### src/sic_pkg.sv
// Constants for the stack and interrupt control block
package sic_pkg;
    localparam int SP_W = 16;
    localparam int IO_AW = 6;
    localparam int PC_W = 14;
    localparam int NUM_IRQ = 25;
    localparam int VEC_W = 5;
    localparam logic [5:0] ADDR_SP_LOW = 6'h3D;
    localparam logic [5:0] ADDR_SP_HIGH = 6'h3E;
    localparam logic [15:0] LAST_SRAM_ADDR = 16'h08FF;
    localparam logic [15:0] PUSH_BYTE_STEP = 16'h0001;
    localparam logic [15:0] PUSH_ADDR_STEP = 16'h0002;
    localparam logic [13:0] VEC_BASE_LOW = 14'h0000;
    localparam logic [13:0] BOOT_BASE = 14'h3800;
    localparam logic [2:0] ENTRY_CYCLES = 3'h4;
    localparam logic [2:0] RETURN_FROM_INTERRUPT_CYCLES = 3'h4;
    localparam logic [4:0] RESET_VEC_NUM = 5'h00;
    typedef enum logic [1:0] {SIC_RUN, SIC_ENTRY, SIC_RETURN} sic_state_e;
endpackage

### src/sic_core.sv
// Stack pointer and interrupt entry/return control
module sic_core (
    input wire logic mclk,
    input wire logic rst_b,
    // I/O register port
    input wire logic [sic_pkg::IO_AW-1:0] io_addr,
    input wire logic io_wr,
    input wire logic [7:0] io_wdata,
    output logic [7:0] io_rdata,
    // Sequencer side
    input wire logic op_push,
    input wire logic op_pop,
    input wire logic op_call,
    input wire logic op_ret,
    input wire logic op_return_from_interrupt,
    input wire logic op_sei,
    input wire logic op_cli,
    input wire logic insn_boundary,
    input wire logic [sic_pkg::PC_W-1:0] pc,
    input wire logic vector_select,
    input wire logic boot_reset_fuse,
    input wire logic boot_lock_app_bit,
    input wire logic boot_lock_boot_bit,
    input wire logic [sic_pkg::PC_W-1:0] boot_start,
    // Peripheral side
    input wire logic [sic_pkg::NUM_IRQ-1:0] irq_event,
    input wire logic [sic_pkg::NUM_IRQ-1:0] irq_level,
    input wire logic [sic_pkg::NUM_IRQ-1:0] irq_is_level,
    input wire logic [sic_pkg::NUM_IRQ-1:0] irq_enable,
    input wire logic [sic_pkg::NUM_IRQ-1:0] flag_clear_wr,
    // Outputs
    output logic [sic_pkg::SP_W-1:0] stack_pointer,
    output logic global_enable,
    output logic [sic_pkg::NUM_IRQ-1:0] irq_flags,
    output logic irq_take,
    output logic irq_busy,
    output logic return_from_interrupt_busy,
    output logic [sic_pkg::PC_W-1:0] vector_addr,
    output logic [sic_pkg::PC_W-1:0] reset_vector
);
    logic [sic_pkg::SP_W-1:0] sp_r;
    logic gie_r;
    logic hold_r;
    logic [sic_pkg::NUM_IRQ-1:0] flag_r;
    logic [sic_pkg::NUM_IRQ-1:0] flag_nxt;
    logic [sic_pkg::NUM_IRQ-1:0] pending;
    logic [sic_pkg::VEC_W-1:0] win_num;
    logic win_any;
    logic lock_block;
    logic take;
    logic [2:0] cnt_r;
    logic [2:0] cnt_nxt;
    logic [sic_pkg::PC_W-1:0] vec_r;
    sic_pkg::sic_state_e state_r;
    sic_pkg::sic_state_e state_nxt;
    logic [sic_pkg::SP_W-1:0] sp_nxt;
    logic gie_nxt;
    logic hold_nxt;
    logic ret_last;
    logic wr_high;
    logic wr_low;
    logic [sic_pkg::NUM_IRQ-1:0] flag_set;
    logic [sic_pkg::NUM_IRQ-1:0] flag_hw_clr;

    function automatic logic [sic_pkg::PC_W-1:0] vec_base(input logic sel,
            input logic [sic_pkg::PC_W-1:0] boot);
        vec_base = sel ? boot : sic_pkg::VEC_BASE_LOW;
    endfunction

    // Each vector occupies two words, so vector n sits at base + 2n
    function automatic logic [sic_pkg::PC_W-1:0] vec_addr(input logic [sic_pkg::PC_W-1:0] base,
            input logic [sic_pkg::VEC_W-1:0] num);
        vec_addr = base + {{(sic_pkg::PC_W-sic_pkg::VEC_W-1){1'b0}}, num, 1'b0};
    endfunction

    // Full six-bit compare; a partial decode would alias other I/O registers
    function automatic logic io_hit(input logic [sic_pkg::IO_AW-1:0] addr,
            input logic [sic_pkg::IO_AW-1:0] target);
        io_hit = (addr == target);
    endfunction

    function automatic logic in_boot(input logic [sic_pkg::PC_W-1:0] where,
            input logic [sic_pkg::PC_W-1:0] boot);
        in_boot = (where >= boot);
    endfunction

    // Stack moves down on stores and up on loads; wraps like any address adder
    function automatic logic [sic_pkg::SP_W-1:0] sp_move(input logic [sic_pkg::SP_W-1:0] sp,
            input logic [sic_pkg::SP_W-1:0] step, input logic down);
        sp_move = down ? sp - step : sp + step;
    endfunction

    // Scans from the top so the lowest numbered request is written last and wins
    function automatic logic [sic_pkg::VEC_W-1:0] lowest_pending(
            input logic [sic_pkg::NUM_IRQ-1:0] req);
        lowest_pending = '0;
        for (int i = sic_pkg::NUM_IRQ - 1; i >= 1; i--) begin
            if (req[i]) begin
                lowest_pending = sic_pkg::VEC_W'(i);
            end
        end
    endfunction

    // Level sources pass straight through; flag sources use the held flag
    assign pending = ((flag_r & ~irq_is_level) | (irq_level & irq_is_level)) & irq_enable;

    // Slot zero belongs to reset and is never taken here
    assign win_num = lowest_pending(pending);
    assign win_any = |pending[sic_pkg::NUM_IRQ-1:1];

    // Lock bits block interrupts while executing in the section they protect
    assign lock_block = (boot_lock_app_bit && !in_boot(pc, boot_start)) ||
                        (boot_lock_boot_bit && in_boot(pc, boot_start));

    // CLI in the same cycle vetoes; hold_r gives one instruction after SEI/RETURN_FROM_INTERRUPT
    assign take = (state_r == sic_pkg::SIC_RUN) && insn_boundary && gie_r && !op_cli &&
                  !hold_r && win_any && !lock_block;

    assign wr_high = io_wr && io_hit(io_addr, sic_pkg::ADDR_SP_HIGH);
    assign wr_low = io_wr && io_hit(io_addr, sic_pkg::ADDR_SP_LOW);

    // Entry outranks all: the sequencer is stalled while the core pushes
    always_comb begin
        sp_nxt = sp_r;
        if (take) begin
            sp_nxt = sp_move(sp_r, sic_pkg::PUSH_ADDR_STEP, 1'b1);
        end else if (wr_high) begin
            sp_nxt = {io_wdata, sp_r[7:0]};
        end else if (wr_low) begin
            sp_nxt = {sp_r[15:8], io_wdata};
        end else if (op_push) begin
            sp_nxt = sp_move(sp_r, sic_pkg::PUSH_BYTE_STEP, 1'b1);
        end else if (op_call) begin
            sp_nxt = sp_move(sp_r, sic_pkg::PUSH_ADDR_STEP, 1'b1);
        end else if (op_pop) begin
            sp_nxt = sp_move(sp_r, sic_pkg::PUSH_BYTE_STEP, 1'b0);
        end else if (op_ret || op_return_from_interrupt) begin
            sp_nxt = sp_move(sp_r, sic_pkg::PUSH_ADDR_STEP, 1'b0);
        end
    end

    always_ff @(posedge mclk or negedge rst_b) begin
        if (!rst_b) begin
            sp_r <= sic_pkg::LAST_SRAM_ADDR;
        end else begin
            sp_r <= sp_nxt;
        end
    end

    // Only the enable bit is touched; other status bits are left to software
    always_comb begin
        gie_nxt = gie_r;
        if (take || op_cli) begin
            gie_nxt = 1'b0;
        end else if (op_sei || op_return_from_interrupt) begin
            gie_nxt = 1'b1;
        end
    end

    always_ff @(posedge mclk or negedge rst_b) begin
        if (!rst_b) begin
            gie_r <= 1'b0;
        end else begin
            gie_r <= gie_nxt;
        end
    end

    // Last return cycle; hold then spans the one main instruction that follows
    assign ret_last = (state_r == sic_pkg::SIC_RETURN) && (cnt_r == 3'h1);

    always_comb begin
        hold_nxt = hold_r;
        if (op_sei || ret_last) begin
            hold_nxt = 1'b1;
        end else if (insn_boundary) begin
            hold_nxt = 1'b0;
        end
    end

    always_ff @(posedge mclk or negedge rst_b) begin
        if (!rst_b) begin
            hold_r <= 1'b0;
        end else begin
            hold_r <= hold_nxt;
        end
    end

    // Set wins over both clears, so an event in the clearing cycle is kept
    assign flag_set = irq_event & ~irq_is_level;

    always_comb begin
        flag_hw_clr = '0;
        if (take) begin
            flag_hw_clr[win_num] = 1'b1;
        end
    end

    assign flag_nxt = (flag_r & ~flag_clear_wr & ~flag_hw_clr) | flag_set;

    always_ff @(posedge mclk or negedge rst_b) begin
        if (!rst_b) begin
            flag_r <= '0;
        end else begin
            flag_r <= flag_nxt;
        end
    end

    always_comb begin
        state_nxt = state_r;
        cnt_nxt = cnt_r;
        case (state_r)
            sic_pkg::SIC_RUN: begin
                if (take) begin
                    state_nxt = sic_pkg::SIC_ENTRY;
                    cnt_nxt = sic_pkg::ENTRY_CYCLES - 3'h1;
                end else if (op_return_from_interrupt) begin
                    state_nxt = sic_pkg::SIC_RETURN;
                    cnt_nxt = sic_pkg::RETURN_FROM_INTERRUPT_CYCLES - 3'h1;
                end
            end
            sic_pkg::SIC_ENTRY, sic_pkg::SIC_RETURN: begin
                // Accepting cycle plus three busy cycles gives four in all
                if (cnt_r == 3'h1) begin
                    state_nxt = sic_pkg::SIC_RUN;
                end
                cnt_nxt = cnt_r - 3'h1;
            end
            default: begin
                state_nxt = sic_pkg::SIC_RUN;
                cnt_nxt = '0;
            end
        endcase
    end

    always_ff @(posedge mclk or negedge rst_b) begin
        if (!rst_b) begin
            state_r <= sic_pkg::SIC_RUN;
        end else begin
            state_r <= state_nxt;
        end
    end

    // Counter only matters in entry and return
    always_ff @(posedge mclk or negedge rst_b) begin
        if (!rst_b) begin
            cnt_r <= '0;
        end else begin
            cnt_r <= cnt_nxt;
        end
    end

    // Base sampled at accept time; moving vectors during entry has no effect
    always_ff @(posedge mclk or negedge rst_b) begin
        if (!rst_b) begin
            vec_r <= '0;
        end else if (take) begin
            vec_r <= vec_addr(vec_base(vector_select, boot_start), win_num);
        end
    end

    // Unmapped addresses read as zero
    always_comb begin
        io_rdata = 8'h00;
        if (io_hit(io_addr, sic_pkg::ADDR_SP_HIGH)) begin
            io_rdata = sp_r[15:8];
        end else if (io_hit(io_addr, sic_pkg::ADDR_SP_LOW)) begin
            io_rdata = sp_r[7:0];
        end
    end

    assign reset_vector = vec_addr(vec_base(boot_reset_fuse, boot_start),
                                   sic_pkg::RESET_VEC_NUM);
    assign stack_pointer = sp_r;
    assign global_enable = gie_r;
    assign irq_flags = flag_r;
    // Busy levels let the sequencer stall while the core owns the stack
    assign irq_take = take;
    assign irq_busy = (state_r == sic_pkg::SIC_ENTRY);
    assign return_from_interrupt_busy = (state_r == sic_pkg::SIC_RETURN);
    assign vector_addr = vec_r;
endmodule

### config.mk
export PLATFORM = sky130hd
export DESIGN_NAME = sic_core
export DESIGN_NICKNAME = d
export VERILOG_FILES = /design/src/sic_pkg.sv /design/src/sic_core.sv
export SDC_FILE = /design/constraint.sdc
export NUM_CORES = 1
export LEC_CHECK = 0
export ABC_CLOCK_PERIOD_IN_PS = 3700
export BUFFER_PORTS_ARGS = -buffer_cell sky130_fd_sc_hd__buf_2
export CORE_MARGIN = 2
export CORE_UTILIZATION = 35
export DETAILED_ROUTE_END_ITERATION = 8
export PLACE_DENSITY = 0.66
export SLEW_MARGIN = 10
export SYNTH_ARGS = -nofsm -noshare
export SYNTH_HDL_FRONTEND = slang
export SYNTH_SLANG_ARGS = --single-unit
### constraint.sdc
create_clock -name mclk -period 3.7 [get_ports mclk]
set_input_delay 0.37 -clock mclk [delete_from_list [all_inputs] [get_ports mclk]]
set_output_delay 0.37 -clock mclk [all_outputs]
set_load 0.05 [all_outputs]
# [Yosys cells after proc, flatten, opt, wreduce, memory -nomap -nowiden]
# Index checks and enable logic that the tools add are counted.
[word_totals] regBits=62 latch_bits=0 ramBits=0 romBits=0 input_bits=182 out_inout_bits=81 wordCells=117 mem_count=0
[classes] addsub=6 mul=0 n_div=0 order_cmp=3 eq_ne=9 n_shift=0 mux=49 bitwise=11 n_reduce_logical=31
[ops] cell="$and A25 B25 Y25" count=6
[ops] cell="$mux W5" count=24
[ops] cell="$mux W16" count=7
[ops] cell="$not A25 Y25" count=3
[ops] cell="$or A25 B25 Y25" count=2
[ops] cell="$mux W14" count=2
[ops] cell="$mux W25" count=1
[ops] cell="$reduce_or A24 Y1" count=1
[ops] cell="$add A16 B1 Y16 const B" count=1
[ops] cell="$add A16 B2 Y16 const B" count=1
[ops] cell="$mux W8" count=2
[ops] cell="$sub A16 B1 Y16 const B" count=1
[ops] cell="$sub A16 B2 Y16 const B" count=1
[ops] cell="$add A14 B6 Y14" count=1
[ops] cell="$ge A14 B14 Y1" count=1
[ops] cell="$eq A6 B6 Y1 const B" count=2
[ops] cell="$logic_and A1 B1 Y1" count=12
[ops] cell="$reduce_bool A6 Y1" count=2
[ops] cell="$lt A5 B6 Y1 const B" count=1
[ops] cell="$mux W2" count=3
[ops] cell="$mux W3" count=2
[ops] cell="$ne A3 B3 Y1 const B" count=2
[ops] cell="$pmux W3 S2" count=1
[ops] cell="$reduce_and A2 Y1" count=3
[ops] cell="other kinds (14)" count=27

# [Longest topological paths before layout]
[logic_depth] word_depth=36 depth_mapped=15

# [Worst setup path after synthesis]
# OpenSTA, ideal clock, no wires.
[synth_path] path_kind="reg-to-reg" from="register flag_r, in the netlist irq_flags[16]" to="register vec_r, in the netlist vector_addr[12]" setup_ps=82 arrival_time_ps=3174 setup_slack_ps=444 path_stages_with_launch=15 cell_sequence="dfrtp_1 -> mux2_2 -> a22oi_1 -> nand2_1 -> a21oi_1 -> o211ai_1 -> a31oi_1 -> clkbuf_1 -> ha_1 -> and3_1 -> nand3_1 -> a31oi_1 -> nor2_1 -> a211o_1 -> a31oi_1"
[synth_via] elab_chain_len=20 word_cells_on_any_way=23
[synth_lines] element="from (decl)" line="sic_core.sv:44" text="logic [sic_pkg::NUM_IRQ-1:0] flag_r;"
[synth_lines] element="from (signal assigned)" line="sic_core.sv:204" text="flag_r <= flag_nxt;"
[synth_lines] element="$and A25 B25 Y25 *" line="sic_core.sv:105" text="assign pending = ((flag_r & ~irq_is_level) | (irq_level & irq_is_level)) & irq_enable;"
[synth_lines] element="$or A25 B25 Y25 *" line="sic_core.sv:105"
[synth_lines] element="$and A25 B25 Y25 *" line="sic_core.sv:105"
[synth_lines] element="$mux W5 (16 in series)" line="sic_core.sv:98" text="if (req[i]) begin"
[synth_lines] element="$add A14 B6 Y14" line="sic_core.sv:73" text="vec_addr = base + {{(sic_pkg::PC_W-sic_pkg::VEC_W-1){1'b0}}, num, 1'b0};"
[synth_lines] element="to (signal assigned)" line="sic_core.sv:257" text="vec_r <= vec_addr(vec_base(vector_select, boot_start), win_num);"
[synth_lines] element="to (decl)" line="sic_core.sv:53" text="logic [sic_pkg::PC_W-1:0] vec_r;"
# Every way passes the cells marked *; elsewhere a longest branch is shown, timed or not.
# A chain may end at the register's enable or synchronous reset.

# [Final worst setup path]
[layout_path] from="input boot_start[8] (netlist bit)" to="output irq_take"
[layout_via] elab_chain_len=6 word_cells_on_any_way=7
[layout_lines] element="from (decl)" line="sic_core.sv:24" text="input wire logic [sic_pkg::PC_W-1:0] boot_start,"
[layout_lines] element="$ge A14 B14 Y1 *" line="sic_core.sv:84" text="in_boot = (where >= boot);"
[layout_lines] element="$logic_not A1 Y1" line="sic_core.sv:112" text="assign lock_block = (boot_lock_app_bit && !in_boot(pc, boot_start)) ||"
[layout_lines] element="$logic_and A1 B1 Y1" line="sic_core.sv:112"
[layout_lines] element="$logic_or A1 B1 Y1 *" line="sic_core.sv:112"
[layout_lines] element="$logic_not A1 Y1 *" line="sic_core.sv:117" text="!hold_r && win_any && !lock_block;"
[layout_lines] element="$logic_and A1 B1 Y1 *" line="sic_core.sv:117"
[layout_lines] element="to (decl)" line="sic_core.sv:35" text="output logic irq_take,"
# Marked as above.

==> key figures <==
Timing
  – RSZ-0062 raised after global routing: false
  – Setup TNS: 0 ns
  – Fin. max-slew vios: 0
  – Worst Slack Setup Final: 0.283 ns
  – Hold slack: 0.0107 ns
  – Fmax: 293 MHz
  – Hold Vio Cnt, Final: 0
  – Final period utilization: 92.4%
  – Final clock skew: 0.00443 ns
  – Normalized max-slew margin: 49.6%
  – Finish-stage setup viols: 0
  – Worst-Margin Slew: 0.756 ns
  – Clock period minus worst slack: 3.42 ns

Global route
  – Largest net degree at the start of global routing: 42
  – Total track usage: 24.3%
  – First-pass GRT wire length: 34.4 mm
  – Initial antenna violation count: 0
  – Vias in the first global route: 6476
  – GRT overflow: 0

Worst hold path
  – HP Class: input pin to async pin

Placed design
  – Cells after DPL: 1219
  – Final HPWL DP: 17.4 mm
  – Placer congestion estimate: 0.915
  – Port-buffer cells: 260
  – Setup WS pre-CTS: 0.194 ns
  – Area after DPL: 7480 um^2

Routing
  – Pre-antenna DRT Iters: 5
  – Wire per inst: 17.6 um
  – Final ANT Viol Nets: 0
  – Wirelength, routed: 21.8 mm
  – First DRT Iteration DRCs: 370
  – Vias per cell: 5.47
  – Via count: 6750
  – DR DRC count: 0

Layout
  – Layout cells sized above 1: 33.8%
  – Final net count: 1222
  – Non-Filler Instances: 1235
  – Number of fillers in the final layout: 1714
  – Fin area: 7800 um^2
  – Layout area overhead: 32.1%
  – N_diodes: 0
  – Final Core Density: 47.2%

Clock tree
  – CTS tree: built
  – Post-cts sizing count: 0
  – Clk_lat worst skew: 0.34 ns
  – CTS Buffer Depth: 2
  – CTS clk-pin slew, worst paths: 0.06 ns
  – H-tree depth: 3
  – Postcts setup bufs: 0
  – CTS root buf: clkbuf_16
  – Clock sinks: 62
  – Hold_buf cts: 0
  – Num CTS Buffers: 9

Floorplanning
  – Rows: 47
  – Ports: 263
  – Die area: 17900 um^2
  – Die Width: 134 um
  – DIE HEIGHT: 134 um
  – Initial Util: 35.7%
  – Core area: 16500 um^2

Yosys
  – Compound-Gate Fraction of Synth Area: 26.6%
  – Top FF cell, synth: dfrtp_1
  – Post-synth top cells: 85 x nand2_1, 84 x inv_1, 53 x dfrtp_1
  – Largest family of logic cells by synthesized area: compound AO/OA/AOI/OAI gates
  – Synth cell types: 83
  – Syn. warnings: 0
  – Net Count, Synth: 967
  – Mapped Area: 5910 um^2
  – Sequential area share after synthesis: 26.5%
  – Synth Area in Simple Gates: 23.4%
  – Post-synth ARST share: 100%
  – Synth area leaders: dfrtp_1 22%, ha_1 6.4%, nand2_1 5.4%
  – Cell count after synthesis: 755
  – Adder-cell share of the synthesized area: 6.35%
  – Area fraction of the dominant cell type after synthesis: 22.5%
  – Top-count cell post-synth: nand2_1
  – Mux contribution to synthesized area: 5.30%
  – Yosys top cell by area: dfrtp_1
  – EDFF count, synth: 0
  – Synth Area in XOR/XNOR: 3.71%
  – Mean Syn Cell Area: 7.82 um^2
  – Seq cells post-synth: 62

Power and ir drop
  – PnR Total Power: 4.22 mW
  – Pwr per Cell Area: 541 nW/um^2
  – Worst VDD drop: 242 uV
  – Leakage power: 3.85 nW

Run status
  – Status: finished, final reports clean

Critical path
  – CP Data Required Time: 3.33 ns
  – WP data arrival: 3.05 ns
  – CP max FO: 16
  – Setup Crit Path Kind: input pin to output pin
  – Critical path startpoint category: input pin
  – Worst Setup End Kind: output pin

Job
  – Max_cap viols: 0
## power by group
| part | leakage, nW | switching, mW | total (mW) | internal, mW |
|---|---|---|---|---|
| sequential | 0.755 | 0.325 | 1.23 | 0.901 |
| clock | 0.156 | 0.349 | 0.941 | 0.592 |
| combinational | 2.94 | 1.36 | 2.05 | 0.687 |
| total | 3.85 | 2.04 | 4.22 | 2.18 |
## kinds of logic after synthesis
logic type	count (synthesis)
mux	29
flops	62
xor+xnor	25
fa+ha+maj	30
compound gates	224
simple gates	265
buf+inv	120
## layout make-up
| cell class | count | area [um^2] | share of cell area [%] |
|---|---|---|---|
| flip-flops and latches | 62 | 1560 | 20.0 |
| inverters | 86 | 323 | 4.14 |
| well taps | 220 | 275 | 3.53 |
| multi-input cells | 573 | 3870 | 49.6 |
| clock buffers | 9 | 225 | 2.89 |
| repair buffers | 278 | 1450 | 18.6 |
| clock inverters | 7 | 98.8 | 1.27 |
## metal layers
metal	track usage, %	up-vias	share of wire (%)
li1	-	3261	-
met1	31.5	3188	43
met2	40.9	264	48
met3	5.29	37	6.9
met4	6.56	0	2.0
met5	0	-	0
## final timing paths
check | start | end | slack (ns) | cells after the start
max in group asynchronous | rst_b | cnt_r[1] | 2.73 | 2
min in group mclk | op_cli | global_enable | 0.20 | 2
setup reg to reg | irq_flags[22] | vector_addr[12] | 0.36 | 15
hold reg to reg | vector_addr[0] | vector_addr[0] | 0.47 | 2
hold / removal | rst_b | irq_flags[0] | 0.01 | 1
setup / recovery | boot_start[8] | irq_take | 0.28 | 13
## worst max-delay path, stage by stage
cell,delay [ns]
buf_2,0.11
inv_1,0.06
ha_1,0.29
nand2_1,0.07
or2_1,0.25
o41ai_2,0.35
a211oi_1,0.13
a221o_1,0.37
a211oi_2,0.19
buf_4,0.20
nor2_4,0.06
inv_2,0.25
buf_2,0.33
## state kept, by name, indices dropped and copies added, names as in the netlist
name,flops
vector_addr,14
stack_pointer,16
global_enable,1
state_r,2
hold_r,1
cnt_r,3
irq_flags,25
## placed cells by master, fill, tap and decap left out, drive strengths merged, types with 9 or more instances in the layout
master,instances
nor4,10
a22o,14
a22oi,13
buf,278
dfstp,9
nand2,85
xnor2,19
mux2i,11
dfrtp,53
nor2,44
a21oi,36
nand3,23
and2,20
o311ai,13
nor3,19
a2bb2oi,11
inv,85
nand4,12
ha,30
clkbuf,9
o21ai,60
mux2,18
(Power assumes the default switching activity.)
